File: config.mk
export PLATFORM = sky130hd
export DESIGN_NAME = occ_clock_control
export DESIGN_NICKNAME = d
export VERILOG_FILES = /design/src/occ_pkg.sv /design/src/occ_trim_rom.sv /design/src/occ_clock_control.sv
export VERILOG_INCLUDE_DIRS = /design/src
export SDC_FILE = /design/constraint.sdc
export NUM_CORES = 1
export LEC_CHECK = 0
export ABC_AREA = 1
export BUFFER_PORTS_ARGS = -buffer_cell sky130_fd_sc_hd__clkbuf_2
export CORE_AREA = 3 3 154 156
export CTS_CLUSTER_DIAMETER = 100
export CTS_CLUSTER_SIZE = 40
export DETAILED_ROUTE_END_ITERATION = 12
export DIE_AREA = 0 0 157 159
export PLACE_DENSITY = 0.43
export REMOVE_ABC_BUFFERS = 1
export SLEW_MARGIN = 20
export SYNTH_ARGS = -nofsm -noshare
export SYNTH_HDL_FRONTEND = slang
export SYNTH_SLANG_ARGS = --single-unit
File: constraint.sdc
create_clock -name clock -period 1.93 [get_ports clock]
set_input_delay 0.193 -clock clock [delete_from_list [all_inputs] [get_ports clock]]
set_output_delay 0.193 -clock clock [all_outputs]
set_load 0.05 [all_outputs]
File: src/occ_defines.svh
// Register indices, field positions, reset values and timing for the on-chip oscillator clock control.
`ifndef OCC_DEFINES_SVH
`define OCC_DEFINES_SVH

// ----------------------------------------------------------------------------
// Register indices (byte address is four times the index)
// ----------------------------------------------------------------------------
`define OCC_IDX_TRIM32_SECOND 8'h15
`define OCC_IDX_HS_CTL 8'h23
`define OCC_IDX_TRIM_FIRST 8'h24
`define OCC_IDX_HS_DIV 8'h25
`define OCC_IDX_PRESCALER 8'h28
`define OCC_IDX_TRIM36_FIRST 8'h29
`define OCC_IDX_TRIM36_SECOND 8'h2a
`define OCC_IDX_TRIM32_FIRST 8'h2b
`define OCC_IDX_TRIM_SECOND 8'h2f
`define OCC_IDX_PWR_DETECT 8'h34
`define OCC_IDX_PROTECT 8'h40
`define OCC_IDX_SYSCLK 8'h41
`define OCC_IDX_STATUS 8'h42

// ----------------------------------------------------------------------------
// Field positions
// ----------------------------------------------------------------------------
`define OCC_HS_EN_BIT 0
`define OCC_HS_SEL_BIT 1
`define OCC_DIV128_SEL_BIT 3
`define OCC_PRESCALER_RST_BIT 7
`define OCC_LOW_CONS_BIT 0
`define OCC_DETECT0_BIT 5
`define OCC_ALL_STOP_BIT 0
`define OCC_XIN_STOP_BIT 1
`define OCC_LOW_OSC_STOP_BIT 2
`define OCC_PIN_SWITCH_BIT 3
`define OCC_SYS_SEL_BIT 4
`define OCC_CLK_UNLOCK_BIT 0
`define OCC_VOLT_UNLOCK_BIT 3

// ----------------------------------------------------------------------------
// Write masks and reset values
// ----------------------------------------------------------------------------
`define OCC_HS_CTL_MASK 8'h0f
`define OCC_HS_DIV_MASK 8'hff
`define OCC_PWR_MASK 8'he1
`define OCC_PROTECT_MASK 8'h09
`define OCC_HS_CTL_RST 8'h00
`define OCC_HS_DIV_RST 8'h00
`define OCC_TRIM_FIRST_RST 8'h80
`define OCC_TRIM_SECOND_RST 8'h80
`define OCC_PWR_RST_AUTO 8'h00
`define OCC_PWR_RST_MANUAL 8'h20
`define OCC_SYSCLK_RST 8'h12
`define OCC_PROTECT_RST 8'h00
`define OCC_DIV_OFFSET 4'h2

// ----------------------------------------------------------------------------
// Timing
// ----------------------------------------------------------------------------
`define OCC_CLK_PERIOD_NS 10
`define OCC_DETECT_DELAY_US 300

`endif

File: src/occ_pkg.sv
// Types shared by the on-chip oscillator clock control files.
package occ_pkg;
	typedef logic [7:0] occ_byte_t;
	typedef enum logic [1:0] {BUS_IDLE, BUS_WAIT, BUS_ACK} occ_bus_e;
endpackage : occ_pkg

File: src/occ_trim_rom.sv
// Factory frequency correction bytes, read through a registered output.
module occ_trim_rom #(
	parameter occ_pkg::occ_byte_t TRIM36_FIRST = 8'h11,
	parameter occ_pkg::occ_byte_t TRIM36_SECOND = 8'h22,
	parameter occ_pkg::occ_byte_t TRIM32_FIRST = 8'h33,
	parameter occ_pkg::occ_byte_t TRIM32_SECOND = 8'h44
) (
	input wire logic clock,
	input wire logic rst,
	input wire logic [1:0] addr,
	output occ_pkg::occ_byte_t data
);
	// ------------------------------------------------------------------------
	// Contents
	// ------------------------------------------------------------------------
	// The bytes are fixed at build time; no path can write them.
	occ_pkg::occ_byte_t word_sel;
	assign word_sel = (addr == 2'h0) ? TRIM36_FIRST :
		(addr == 2'h1) ? TRIM36_SECOND :
		(addr == 2'h2) ? TRIM32_FIRST : TRIM32_SECOND;

	// Registered read port; data lag the address by one cycle.
	always_ff @(posedge clock) begin
		if (rst) begin
			data <= 8'h00;
		end else begin
			data <= word_sel;
		end
	end
endmodule : occ_trim_rom

File: src/occ_clock_control.sv
// On-chip oscillator clock control with a classic Wishbone register slave.
//
// The Wishbone slave port was decided locally.
`include "occ_defines.svh"

// Function
// High-speed oscillator runs only while its enable bit is one.
// Oscillator clock comes from low-speed at select zero, high-speed at one.
// Divide-by-128 clock source: low-speed at zero, divided high-speed at one.
// Software changes the select only with enable set and low-speed running.
// Software clears select before clearing enable, in separate writes.
// Software waits one low-speed period before stopping the low-speed oscillator.
// Software sets the clock unlock bit before writing clock registers.
// Software rewrites trim registers only while the high-speed oscillator is off.
// Trim reset values give 40 MHz; copy correction bytes for other rates.
// Four read-only factory correction bytes for 36.864 and 32 MHz.
// Divide code 000 to 111 selects divide-by-2 to divide-by-9.
// Writing one to prescaler reset initialises the prescaler; reads zero.
// Low-consumption bit reduces internal power; used only entering wait mode.
// Software never enters stop mode while low consumption is enabled.
// Three enable bits turn voltage detection circuits 0 to 2 on.
// Detection circuits 1 and 2 work only after the enable delay.
// Detect register reset depends on the autostart option strap.
// Software writes detect-0 enable with reset value, after voltage unlock.
// Main oscillator stopped during reset and until software enables it.
// Main oscillator runs when pin switch set and stop bit cleared.
// Stop bit stops the main oscillator but not an external clock.
// Stop mode halts every clock and disconnects the feedback resistor.
// Pin switch bit is sticky once written to one.
// Low-speed stop bit forced to zero while on-chip clock is selected.
// Writes to protected registers are ignored while their unlock bit is zero.
module occ_clock_control #(
	parameter int DETECT_DELAY_CYCLES = (`OCC_DETECT_DELAY_US * 1000 + `OCC_CLK_PERIOD_NS - 1) / `OCC_CLK_PERIOD_NS
) (
	input wire logic clock,
	input wire logic rst,
	input wire logic [9:0] wb_adr_i,
	input wire logic [31:0] wb_dat_i,
	output logic [31:0] wb_dat_o,
	input wire logic wb_we_i,
	input wire logic [3:0] wb_sel_i,
	input wire logic wb_cyc_i,
	input wire logic wb_stb_i,
	output logic wb_ack_o,
	input wire logic lvd0_autostart,
	input wire logic stop_wake,
	output logic hs_osc_run,
	output logic osc_clock_high_sel,
	output logic div128_src_high,
	output logic [3:0] hs_div_ratio,
	output occ_pkg::occ_byte_t hs_trim_first_out,
	output occ_pkg::occ_byte_t hs_trim_second_out,
	output logic prescaler_init,
	output logic low_consumption,
	output logic [2:0] detect_enable,
	output logic [2:0] detect_ready,
	output logic main_osc_run,
	output logic main_feedback_enable,
	output logic cpu_src_main,
	output logic low_osc_run,
	output logic all_clocks_stopped
);
	// ------------------------------------------------------------------------
	// Helpers
	// ------------------------------------------------------------------------
	// Address compare shared by the decoder, the read mux and the assertions.
	function automatic logic idx_hit(input logic [7:0] idx, input logic [7:0] want);
		return idx == want;
	endfunction : idx_hit

	// ------------------------------------------------------------------------
	// Register state
	// ------------------------------------------------------------------------
	occ_pkg::occ_bus_e bus_state_reg, bus_state_next;
	occ_pkg::occ_byte_t hs_ctl_reg, hs_ctl_next;
	occ_pkg::occ_byte_t hs_div_reg, hs_div_next;
	occ_pkg::occ_byte_t trim_first_reg, trim_first_next;
	occ_pkg::occ_byte_t trim_second_reg, trim_second_next;
	occ_pkg::occ_byte_t pwr_reg, pwr_next;
	occ_pkg::occ_byte_t protect_reg, protect_next;
	logic all_stop_reg, all_stop_next;
	logic xin_stop_reg, xin_stop_next;
	logic low_osc_stop_reg, low_osc_stop_next;
	logic pin_switch_reg, pin_switch_next;
	logic sys_sel_reg, sys_sel_next;
	logic [31:0] rd_data_reg, rd_data_next;
	logic [15:0] det_cnt_reg [1:2];
	occ_pkg::occ_byte_t rom_data;
	logic [1:0] rom_addr;

	// ------------------------------------------------------------------------
	// Bus decode
	// ------------------------------------------------------------------------
	// A write lands at the edge that ends the ack cycle, the same edge at which
	// the master samples ack, so an access aborted in the wait cycle changes nothing.
	wire [7:0] idx = wb_adr_i[9:2];
	wire occ_pkg::occ_byte_t wd = wb_dat_i[7:0];
	wire bus_req = wb_cyc_i & wb_stb_i;
	wire wr = (bus_state_reg == occ_pkg::BUS_ACK) & bus_req & wb_we_i & wb_sel_i[0];
	wire clk_unlock = protect_reg[`OCC_CLK_UNLOCK_BIT];
	wire volt_unlock = protect_reg[`OCC_VOLT_UNLOCK_BIT];
	wire wr_hs_ctl = wr & idx_hit(idx, `OCC_IDX_HS_CTL) & clk_unlock;
	wire wr_hs_div = wr & idx_hit(idx, `OCC_IDX_HS_DIV) & clk_unlock;
	wire wr_trim_first = wr & idx_hit(idx, `OCC_IDX_TRIM_FIRST) & clk_unlock;
	wire wr_trim_second = wr & idx_hit(idx, `OCC_IDX_TRIM_SECOND) & clk_unlock;
	wire wr_pwr = wr & idx_hit(idx, `OCC_IDX_PWR_DETECT) & volt_unlock;
	wire wr_sysclk = wr & idx_hit(idx, `OCC_IDX_SYSCLK) & clk_unlock;
	wire wr_protect = wr & idx_hit(idx, `OCC_IDX_PROTECT);
	wire wr_prescaler = wr & idx_hit(idx, `OCC_IDX_PRESCALER) & wd[`OCC_PRESCALER_RST_BIT];

	// ------------------------------------------------------------------------
	// Next values of the software registers
	// ------------------------------------------------------------------------
	// Factory trim reset values give the 40 MHz setting; other rates come from
	// copying correction bytes in. The trims are not locked against a running
	// oscillator, software must stop it first.
	assign hs_ctl_next = wr_hs_ctl ? (wd & `OCC_HS_CTL_MASK) : hs_ctl_reg;
	assign hs_div_next = wr_hs_div ? (wd & `OCC_HS_DIV_MASK) : hs_div_reg;
	assign trim_first_next = wr_trim_first ? wd : trim_first_reg;
	assign trim_second_next = wr_trim_second ? wd : trim_second_reg;
	assign pwr_next = wr_pwr ? (wd & `OCC_PWR_MASK) : pwr_reg;
	assign protect_next = wr_protect ? (wd & `OCC_PROTECT_MASK) : protect_reg;
	assign pin_switch_next = pin_switch_reg | (wr_sysclk & wd[`OCC_PIN_SWITCH_BIT]);
	assign sys_sel_next = wr_sysclk ? wd[`OCC_SYS_SEL_BIT] : sys_sel_reg;
	assign xin_stop_next = wr_sysclk ? wd[`OCC_XIN_STOP_BIT] : xin_stop_reg;
	// A wake request in the same cycle as a stop write loses: the write wins.
	assign all_stop_next = wr_sysclk ? wd[`OCC_ALL_STOP_BIT] : (stop_wake ? 1'b0 : all_stop_reg);
	// The low-speed oscillator may only be stopped while the main clock is selected.
	assign low_osc_stop_next = sys_sel_next ? 1'b0 : (wr_sysclk ? wd[`OCC_LOW_OSC_STOP_BIT] : low_osc_stop_reg);

	// ------------------------------------------------------------------------
	// Read data selection
	// ------------------------------------------------------------------------
	// The factory bytes come out of the memory one cycle after the address,
	// which is why every access spends one wait cycle.
	assign rom_addr = idx_hit(idx, `OCC_IDX_TRIM36_FIRST) ? 2'h0 :
		idx_hit(idx, `OCC_IDX_TRIM36_SECOND) ? 2'h1 :
		idx_hit(idx, `OCC_IDX_TRIM32_FIRST) ? 2'h2 : 2'h3;

	always_comb begin
		rd_data_next = 32'h0000_0000;
		if (idx_hit(idx, `OCC_IDX_HS_CTL)) begin
			rd_data_next[7:0] = hs_ctl_reg;
		end else if (idx_hit(idx, `OCC_IDX_HS_DIV)) begin
			rd_data_next[7:0] = hs_div_reg;
		end else if (idx_hit(idx, `OCC_IDX_TRIM_FIRST)) begin
			rd_data_next[7:0] = trim_first_reg;
		end else if (idx_hit(idx, `OCC_IDX_TRIM_SECOND)) begin
			rd_data_next[7:0] = trim_second_reg;
		end else if (idx_hit(idx, `OCC_IDX_TRIM36_FIRST) || idx_hit(idx, `OCC_IDX_TRIM36_SECOND) ||
			idx_hit(idx, `OCC_IDX_TRIM32_FIRST) || idx_hit(idx, `OCC_IDX_TRIM32_SECOND)) begin
			rd_data_next[7:0] = rom_data;
		end else if (idx_hit(idx, `OCC_IDX_PWR_DETECT)) begin
			rd_data_next[7:0] = pwr_reg;
		end else if (idx_hit(idx, `OCC_IDX_PROTECT)) begin
			rd_data_next[7:0] = protect_reg;
		end else if (idx_hit(idx, `OCC_IDX_SYSCLK)) begin
			rd_data_next[7:0] = {3'h0, sys_sel_reg, pin_switch_reg, low_osc_stop_reg, xin_stop_reg, all_stop_reg};
		end else if (idx_hit(idx, `OCC_IDX_STATUS)) begin
			rd_data_next[7:0] = {1'b0, detect_ready, all_stop_reg, main_osc_run, low_osc_run, hs_osc_run};
		end else begin
			rd_data_next = 32'h0000_0000;
		end
	end

	// ------------------------------------------------------------------------
	// Bus state machine
	// ------------------------------------------------------------------------
	// A master that drops its strobe in the wait cycle returns the slave to idle with no ack.
	always_comb begin
		bus_state_next = bus_state_reg;
		case (bus_state_reg)
			occ_pkg::BUS_IDLE: begin
				if (bus_req) begin
					bus_state_next = occ_pkg::BUS_WAIT;
				end
			end
			occ_pkg::BUS_WAIT: begin
				bus_state_next = bus_req ? occ_pkg::BUS_ACK : occ_pkg::BUS_IDLE;
			end
			default: begin
				bus_state_next = occ_pkg::BUS_IDLE;
			end
		endcase
	end

	// Ack comes straight from the state register, so it is a clean one-cycle pulse.
	assign wb_ack_o = (bus_state_reg == occ_pkg::BUS_ACK);

	// Read data are captured in the wait cycle and held until the next access.
	always_ff @(posedge clock) begin
		if (rst) begin
			bus_state_reg <= occ_pkg::BUS_IDLE;
			rd_data_reg <= 32'h0000_0000;
		end else begin
			bus_state_reg <= bus_state_next;
			rd_data_reg <= (bus_state_reg == occ_pkg::BUS_WAIT) ? rd_data_next : rd_data_reg;
		end
	end

	// The upper read lanes stay zero because every register is one byte wide.
	assign wb_dat_o = rd_data_reg;

	// ------------------------------------------------------------------------
	// Software registers
	// ------------------------------------------------------------------------
	// The detect register reset follows the autostart strap; the reset is
	// synchronous, so the strap is sampled at a clock edge.
	always_ff @(posedge clock) begin
		if (rst) begin
			hs_ctl_reg <= `OCC_HS_CTL_RST;
			hs_div_reg <= `OCC_HS_DIV_RST;
			trim_first_reg <= `OCC_TRIM_FIRST_RST;
			trim_second_reg <= `OCC_TRIM_SECOND_RST;
			pwr_reg <= lvd0_autostart ? `OCC_PWR_RST_AUTO : `OCC_PWR_RST_MANUAL;
			protect_reg <= `OCC_PROTECT_RST;
			{sys_sel_reg, pin_switch_reg, low_osc_stop_reg, xin_stop_reg, all_stop_reg} <= 5'(`OCC_SYSCLK_RST);
		end else begin
			hs_ctl_reg <= hs_ctl_next;
			hs_div_reg <= hs_div_next;
			trim_first_reg <= trim_first_next;
			trim_second_reg <= trim_second_next;
			pwr_reg <= pwr_next;
			protect_reg <= protect_next;
			{sys_sel_reg, pin_switch_reg, low_osc_stop_reg, xin_stop_reg, all_stop_reg} <=
				{sys_sel_next, pin_switch_next, low_osc_stop_next, xin_stop_next, all_stop_next};
		end
	end

	// ------------------------------------------------------------------------
	// Detection enable delay
	// ------------------------------------------------------------------------
	// Circuits 1 and 2 count from the enable rising; clearing the enable
	// restarts the count, so a quick off-on still waits the full delay.
	always_ff @(posedge clock) begin
		for (int i = 1; i <= 2; i++) begin
			if (rst || !pwr_reg[`OCC_DETECT0_BIT + i]) begin
				det_cnt_reg[i] <= 16'h0000;
			end else if (det_cnt_reg[i] != 16'(DETECT_DELAY_CYCLES)) begin
				det_cnt_reg[i] <= det_cnt_reg[i] + 16'h0001;
			end
		end
	end

	// ------------------------------------------------------------------------
	// Clock control outputs
	// ------------------------------------------------------------------------
	// Stop mode overrides every run output; the select outputs keep their
	// values so the clock tree resumes on the same source after wake.
	always_ff @(posedge clock) begin
		if (rst) begin
			hs_osc_run <= 1'b0;
			osc_clock_high_sel <= 1'b0;
			div128_src_high <= 1'b0;
			hs_div_ratio <= `OCC_DIV_OFFSET;
			hs_trim_first_out <= `OCC_TRIM_FIRST_RST;
			hs_trim_second_out <= `OCC_TRIM_SECOND_RST;
			prescaler_init <= 1'b0;
			low_consumption <= 1'b0;
			detect_enable <= 3'h0;
			detect_ready <= 3'h0;
			main_osc_run <= 1'b0;
			main_feedback_enable <= 1'b0;
			cpu_src_main <= 1'b0;
			low_osc_run <= 1'b0;
			all_clocks_stopped <= 1'b0;
		end else begin
			hs_osc_run <= hs_ctl_reg[`OCC_HS_EN_BIT] & ~all_stop_reg;
			osc_clock_high_sel <= hs_ctl_reg[`OCC_HS_SEL_BIT];
			div128_src_high <= hs_ctl_reg[`OCC_DIV128_SEL_BIT];
			hs_div_ratio <= {1'b0, hs_div_reg[2:0]} + `OCC_DIV_OFFSET;
			hs_trim_first_out <= trim_first_reg;
			hs_trim_second_out <= trim_second_reg;
			prescaler_init <= wr_prescaler;
			low_consumption <= pwr_reg[`OCC_LOW_CONS_BIT];
			detect_enable <= pwr_reg[7:5];
			detect_ready[0] <= pwr_reg[`OCC_DETECT0_BIT];
			detect_ready[1] <= det_cnt_reg[1] == 16'(DETECT_DELAY_CYCLES);
			detect_ready[2] <= det_cnt_reg[2] == 16'(DETECT_DELAY_CYCLES);
			main_osc_run <= pin_switch_reg & ~xin_stop_reg & ~all_stop_reg;
			main_feedback_enable <= pin_switch_reg & ~all_stop_reg;
			cpu_src_main <= ~sys_sel_reg;
			low_osc_run <= ~low_osc_stop_reg & ~all_stop_reg;
			all_clocks_stopped <= all_stop_reg;
		end
	end

	// ------------------------------------------------------------------------
	// Correction byte memory
	// ------------------------------------------------------------------------
	// The memory shares the bus reset so its read register starts from a known value.
	occ_trim_rom u_trim_rom (
		.clock(clock),
		.rst(rst),
		.addr(rom_addr),
		.data(rom_data)
	);
endmodule : occ_clock_control

Word level (Yosys, flattened, before mapping)
Memories as Yosys holds them, arrays and structs flattened.
Cells that the tools add are included.
Storage, ports and cells
  word-level logic and storage cells: 139
  memories kept: 1
  register bits: 96
  RAM bits: 32
Cells by class
  multiplexer cells: 36
  add/sub/neg operators: 3
  bitwise gates (word level): 32
  reductions and logical operators: 14
  equal/unequal tests: 22
Memory list
  det_cnt_reg: words 2, bits a word 16, read ports 2, clocked after Yosys merged registers in 0, write ports 2, RTL line occ_clock_control.sv:87  | logic [15:0] det_cnt_reg [1:2];
Operators with widths (number)
  8-bit by 6-bit == test with 1-bit output (second input constant): 9
  8-bit two-way mux: 8
  16-bit by 1-bit adder with 16-bit output (second input constant): 2
  16-bit by 15-bit == test with 1-bit output (second input constant): 2
  16-bit two-way mux: 2
  16-bit by 15-bit inequality test with 1-bit output (second input constant): 2
  7-bit two-way mux: 4
  1-bit AND: 25
  8-bit by 7-bit == test with 1-bit output (second input constant): 3
  1-bit two-way mux: 14
  6-bit two-way mux: 2
  8-bit by 5-bit == test with 1-bit output (second input constant): 1
  2-bit two-way mux: 4
  1-bit logical OR: 5
  5-bit two-way mux: 1
  3-bit by 2-bit adder with 4-bit output (second input constant): 1
  2-bit by 1-bit == test with 1-bit output (second input constant): 2
  2-bit == test (second input constant): 2
  2-bit zero test: 2
  1-bit NOT: 4
  2-bit case mux with 2 select lines: 1
  2-bit nonzero test: 2
  2-bit OR reduction: 2
  1-bit bitwise OR: 3
  other kinds (3): 4

Longest topological paths before layout
  depth in word-level cells: 10
  depth in mapped cells: 12
  gate-level depth less buffers: 12

By module
Synthesis repeated with hierarchy kept, for this count alone.
Second synthesis, totals
  cells, all modules: 689
  area total of the unflattened synthesis: 5604.1 um^2
Modules (own cells, without submodules)
  occ_clock_control: area each 5398.9 um^2, cells each 663, instances 1
  occ_trim_rom: area each 205.2 um^2, cells each 26, instances 1

Worst setup path after synthesis
Ideal clock, no wire load.
  path type: reg2reg
  from: memory det_cnt_reg[2][0]
  to: memory det_cnt_reg[2][0], enable pin
  period minus slack after synthesis: 1.833 ns
  cell stages (with the launch flop): 8
  path slack: 0.097 ns
  arrival time: 1.471 ns
  path through: edfxtp_1 inv_1 ha_1 nand3b_1 nor4_1 nand3_1 nor2_1 nand2_1
RTL lines (RTL line)
  from (decl): occ_clock_control.sv:87

==> results.toml <==
[run_status]
outcome = "complete, no violations"

[global_route]
grt_pass1_wl_um = 23000
grt_util_all_layers_pct = 11.7
first_global_vias = 4400
grt_max_degree = 23
gr-total-overflow = 0
antenna_found_initial = 0

[power]
p_clk_share_pct = 52.1
power_leakage_uw = 0.00294
irDropWorstVdd_mv = 0.538
p_per_area_nw_per_um2 = 902
switching_share_pct = 25.5
power_frac_seq_pct = 41.8
pwr-share-comb_pct = 6.2
power.net_switching_uw = 1590
power.internal_uw = 4650

[route]
viasPerCell = 4.14
routed_wl_um = 14100
wl_per_cell_um = 13.3
drc = 0
vias = 4408
ant_nets = 0
first_pass_iters = 4
dr.first_iter.drc_count = 145

[synthesis]
synth.largest_area_cell = "dfxtp_1"
ys_seq_area_share_pct = 49.4
ys.flop_type = "dfxtp_1"
ys_types = 44
synth_area_um2 = 5550
synth-edff-count = 36
ys_warn_count = 0
syn_inst = 671
syn_avg_cell_area_um2 = 8.28
post-synth-top-count-cell = "nand2_1"
synth_top_area_share_pct = 29.9
synthTopCellsByArea = "dfxtp_1 (30%), edfxtp_1 (19%), nand2_1 (6.4%), nor2_1 (6.2%), inv_1 (5.9%)"
ys_seq_elements = 119
synth_top_cells_by_count = "nand2_1 (94), nor2_1 (91), inv_1 (87)"
synthArstFlopShare_pct = 0

[hold_path]
hold_class = "input port to register"

[timing]
period_needed_ps = 1830
finalMaxSlewViolations = 0
timing.fmax_ghz = 0.545
min_period_over_period_pct = 95.1
rsz0062_at_grt = "yes"
final-setup-viol-count = 0
skew_ps = 9.91
finalHoldViolCount = 0

[critical_path]
cp.required_ps = 2100
worst-setup-path-type = "register to register"
path_max_fanout = 16
worst_ep_arrival_time_ps = 2000
worstSetupEndpointType = "register"
start_kind = "register"

[clock_network]
clk_path_buf_depth = 2
numCtsBuffers = 17
path_clk_slew_ps = 60
cts_max_level = 4
clkSinkCount = 119
root_buffer = "clkbuf_16"
tritoncts = "built"
clk_latency_ps = 410

[final_layout]
final_nets = 828
fillers = 2396
fin_cells = 1066
num_antenna_cells = 0
syn_to_final_growth_pct = 24.5
multi_input_area_um2 = 2290
drive_above_1_share_pct = 23.4
ff_latch_area_um2 = 2740
largest_register_ffs = 32
utilization_pct = 30.7

[floorplanning]
fp.dieW_um = 157
ios = 122
start_util_pct = 24.7
die_height_um = 159
rows = 55
die_area_um2 = 25000
core_um2 = 22500

[place]
place_congestion = 0.775
place.port_buffers = 68
hpwl_um = 10700
dp_cells = 1031

[run]
cap_violations = 0
-- cell type report --
type | instances | share of cell area (%)
Clock buffer | 18 | 6.35
Clock inverter | 14 | 2.30
Inverter | 96 | 5.21
Multi-Input combinational cell | 438 | 33.1
Sequential cell | 119 | 39.7
Tap cell | 285 | 5.16
Timing Repair Buffer | 96 | 8.18
-- kinds of logic after synthesis --
kind of cell	Yosys count	synth area share, %
AND/OR/NAND/NOR	290	25.7
flip-flops	119	49.4
buffers and inverters	137	11.6
other	1	0.0675
AO/OA/AOI/OAI	110	10.6
adder cells (fa/ha/maj)	7	1.58
XOR/XNOR	7	1.10
-- power by group through the flow --
stage,logic (uW),registers [uW],clock network [uW]
after floorplan,208,2700,0
after global placement,383,2660,0
after detailed placement,384,2660,0
after CTS,386,2610,3330
after global routing,418,2610,3420
final,384,2610,3250
-- final timing paths --
kind                                    from                               to  slack [ps]  cells past startpoint
min                              wb_dat_i[1]        xin_stop_reg$_SDFFE_PP1N_          70                      3
min reg2reg       hs_div_reg[1]$_SDFFE_PP0P_       hs_div_ratio[1]$_SDFF_PP1_         420                      1
max reg2reg  det_cnt_reg[2][0]$_SDFFCE_PN0P_  det_cnt_reg[2][4]$_SDFFCE_PN0P_         100                      8
max          det_cnt_reg[2][0]$_SDFFCE_PN0P_  det_cnt_reg[2][4]$_SDFFCE_PN0P_         100                      8
-- routing by layer --
layer	up-vias	part of all wire, %	GRT usage [%]
li1	2338	-	-
met4	0	0.95	3.02
met2	64	47	18.4
met3	8	3.3	3.29
met5	-	0	0
met1	1998	49	15.9
-- worst max-delay path: stages (launching register included) --
cell and delay, ps:
edfxtp_1 420, inv_1 100, ha_1 150, nand3b_1 120
nor4_4 260, nand3_2 150, nor2_2 160, nand2_2 70
buf_12 160
-- through the flow --
stage               worst slack [ps]  cell area (um^2)  total power, uW  hold WS (ps)  TNS [ps]
CTS                             1.09              6860             6320          67.1         0
floorplan                       97.4              5360             2910           262         0
global route                   -37.7              6920             6450          76.0      -654
finish                          95.5              6920             6240          71.7         0
detailed placement              20.3              6250             3040           406         0
global placement                17.2              6250             3040           405         0
-- what timing repair did --
| action | CTS | global route |
|---|---|---|
| endpoints found under the hold margin | 1 | 0 |
| gates resized for setup | 0 | 10 |
| setup endpoints to repair | 0 | 39 |
| hold buffers | 1 | 0 |
| buffers inserted | 0 | 2 |
-- cells in the final DEF (no fill, tap or decap), types with 4 or more instances in the layout --
| cell | count |
|---|---|
| a21oi_1 | 55 |
| buf_4 | 26 |
| clkbuf_16 | 17 |
| clkbuf_2 | 68 |
| conb_1 | 24 |
| dfxtp_1 | 83 |
| edfxtp_1 | 36 |
| ha_1 | 6 |
| inv_1 | 86 |
| inv_2 | 10 |
| inv_6 | 8 |
| nand2_1 | 91 |
| nand2_2 | 11 |
| nand3_1 | 34 |
| nand3_2 | 5 |
| nand4_1 | 8 |
| nor2_1 | 90 |
| nor2_2 | 4 |
| nor2_4 | 4 |
| nor3_1 | 16 |
| nor3_2 | 4 |
| nor3_4 | 4 |
| o21a_1 | 4 |
| o21ai_0 | 34 |
| o21ai_1 | 8 |
| xnor2_1 | 4 |
No activity file was read; power rests on OpenSTA's default activity.
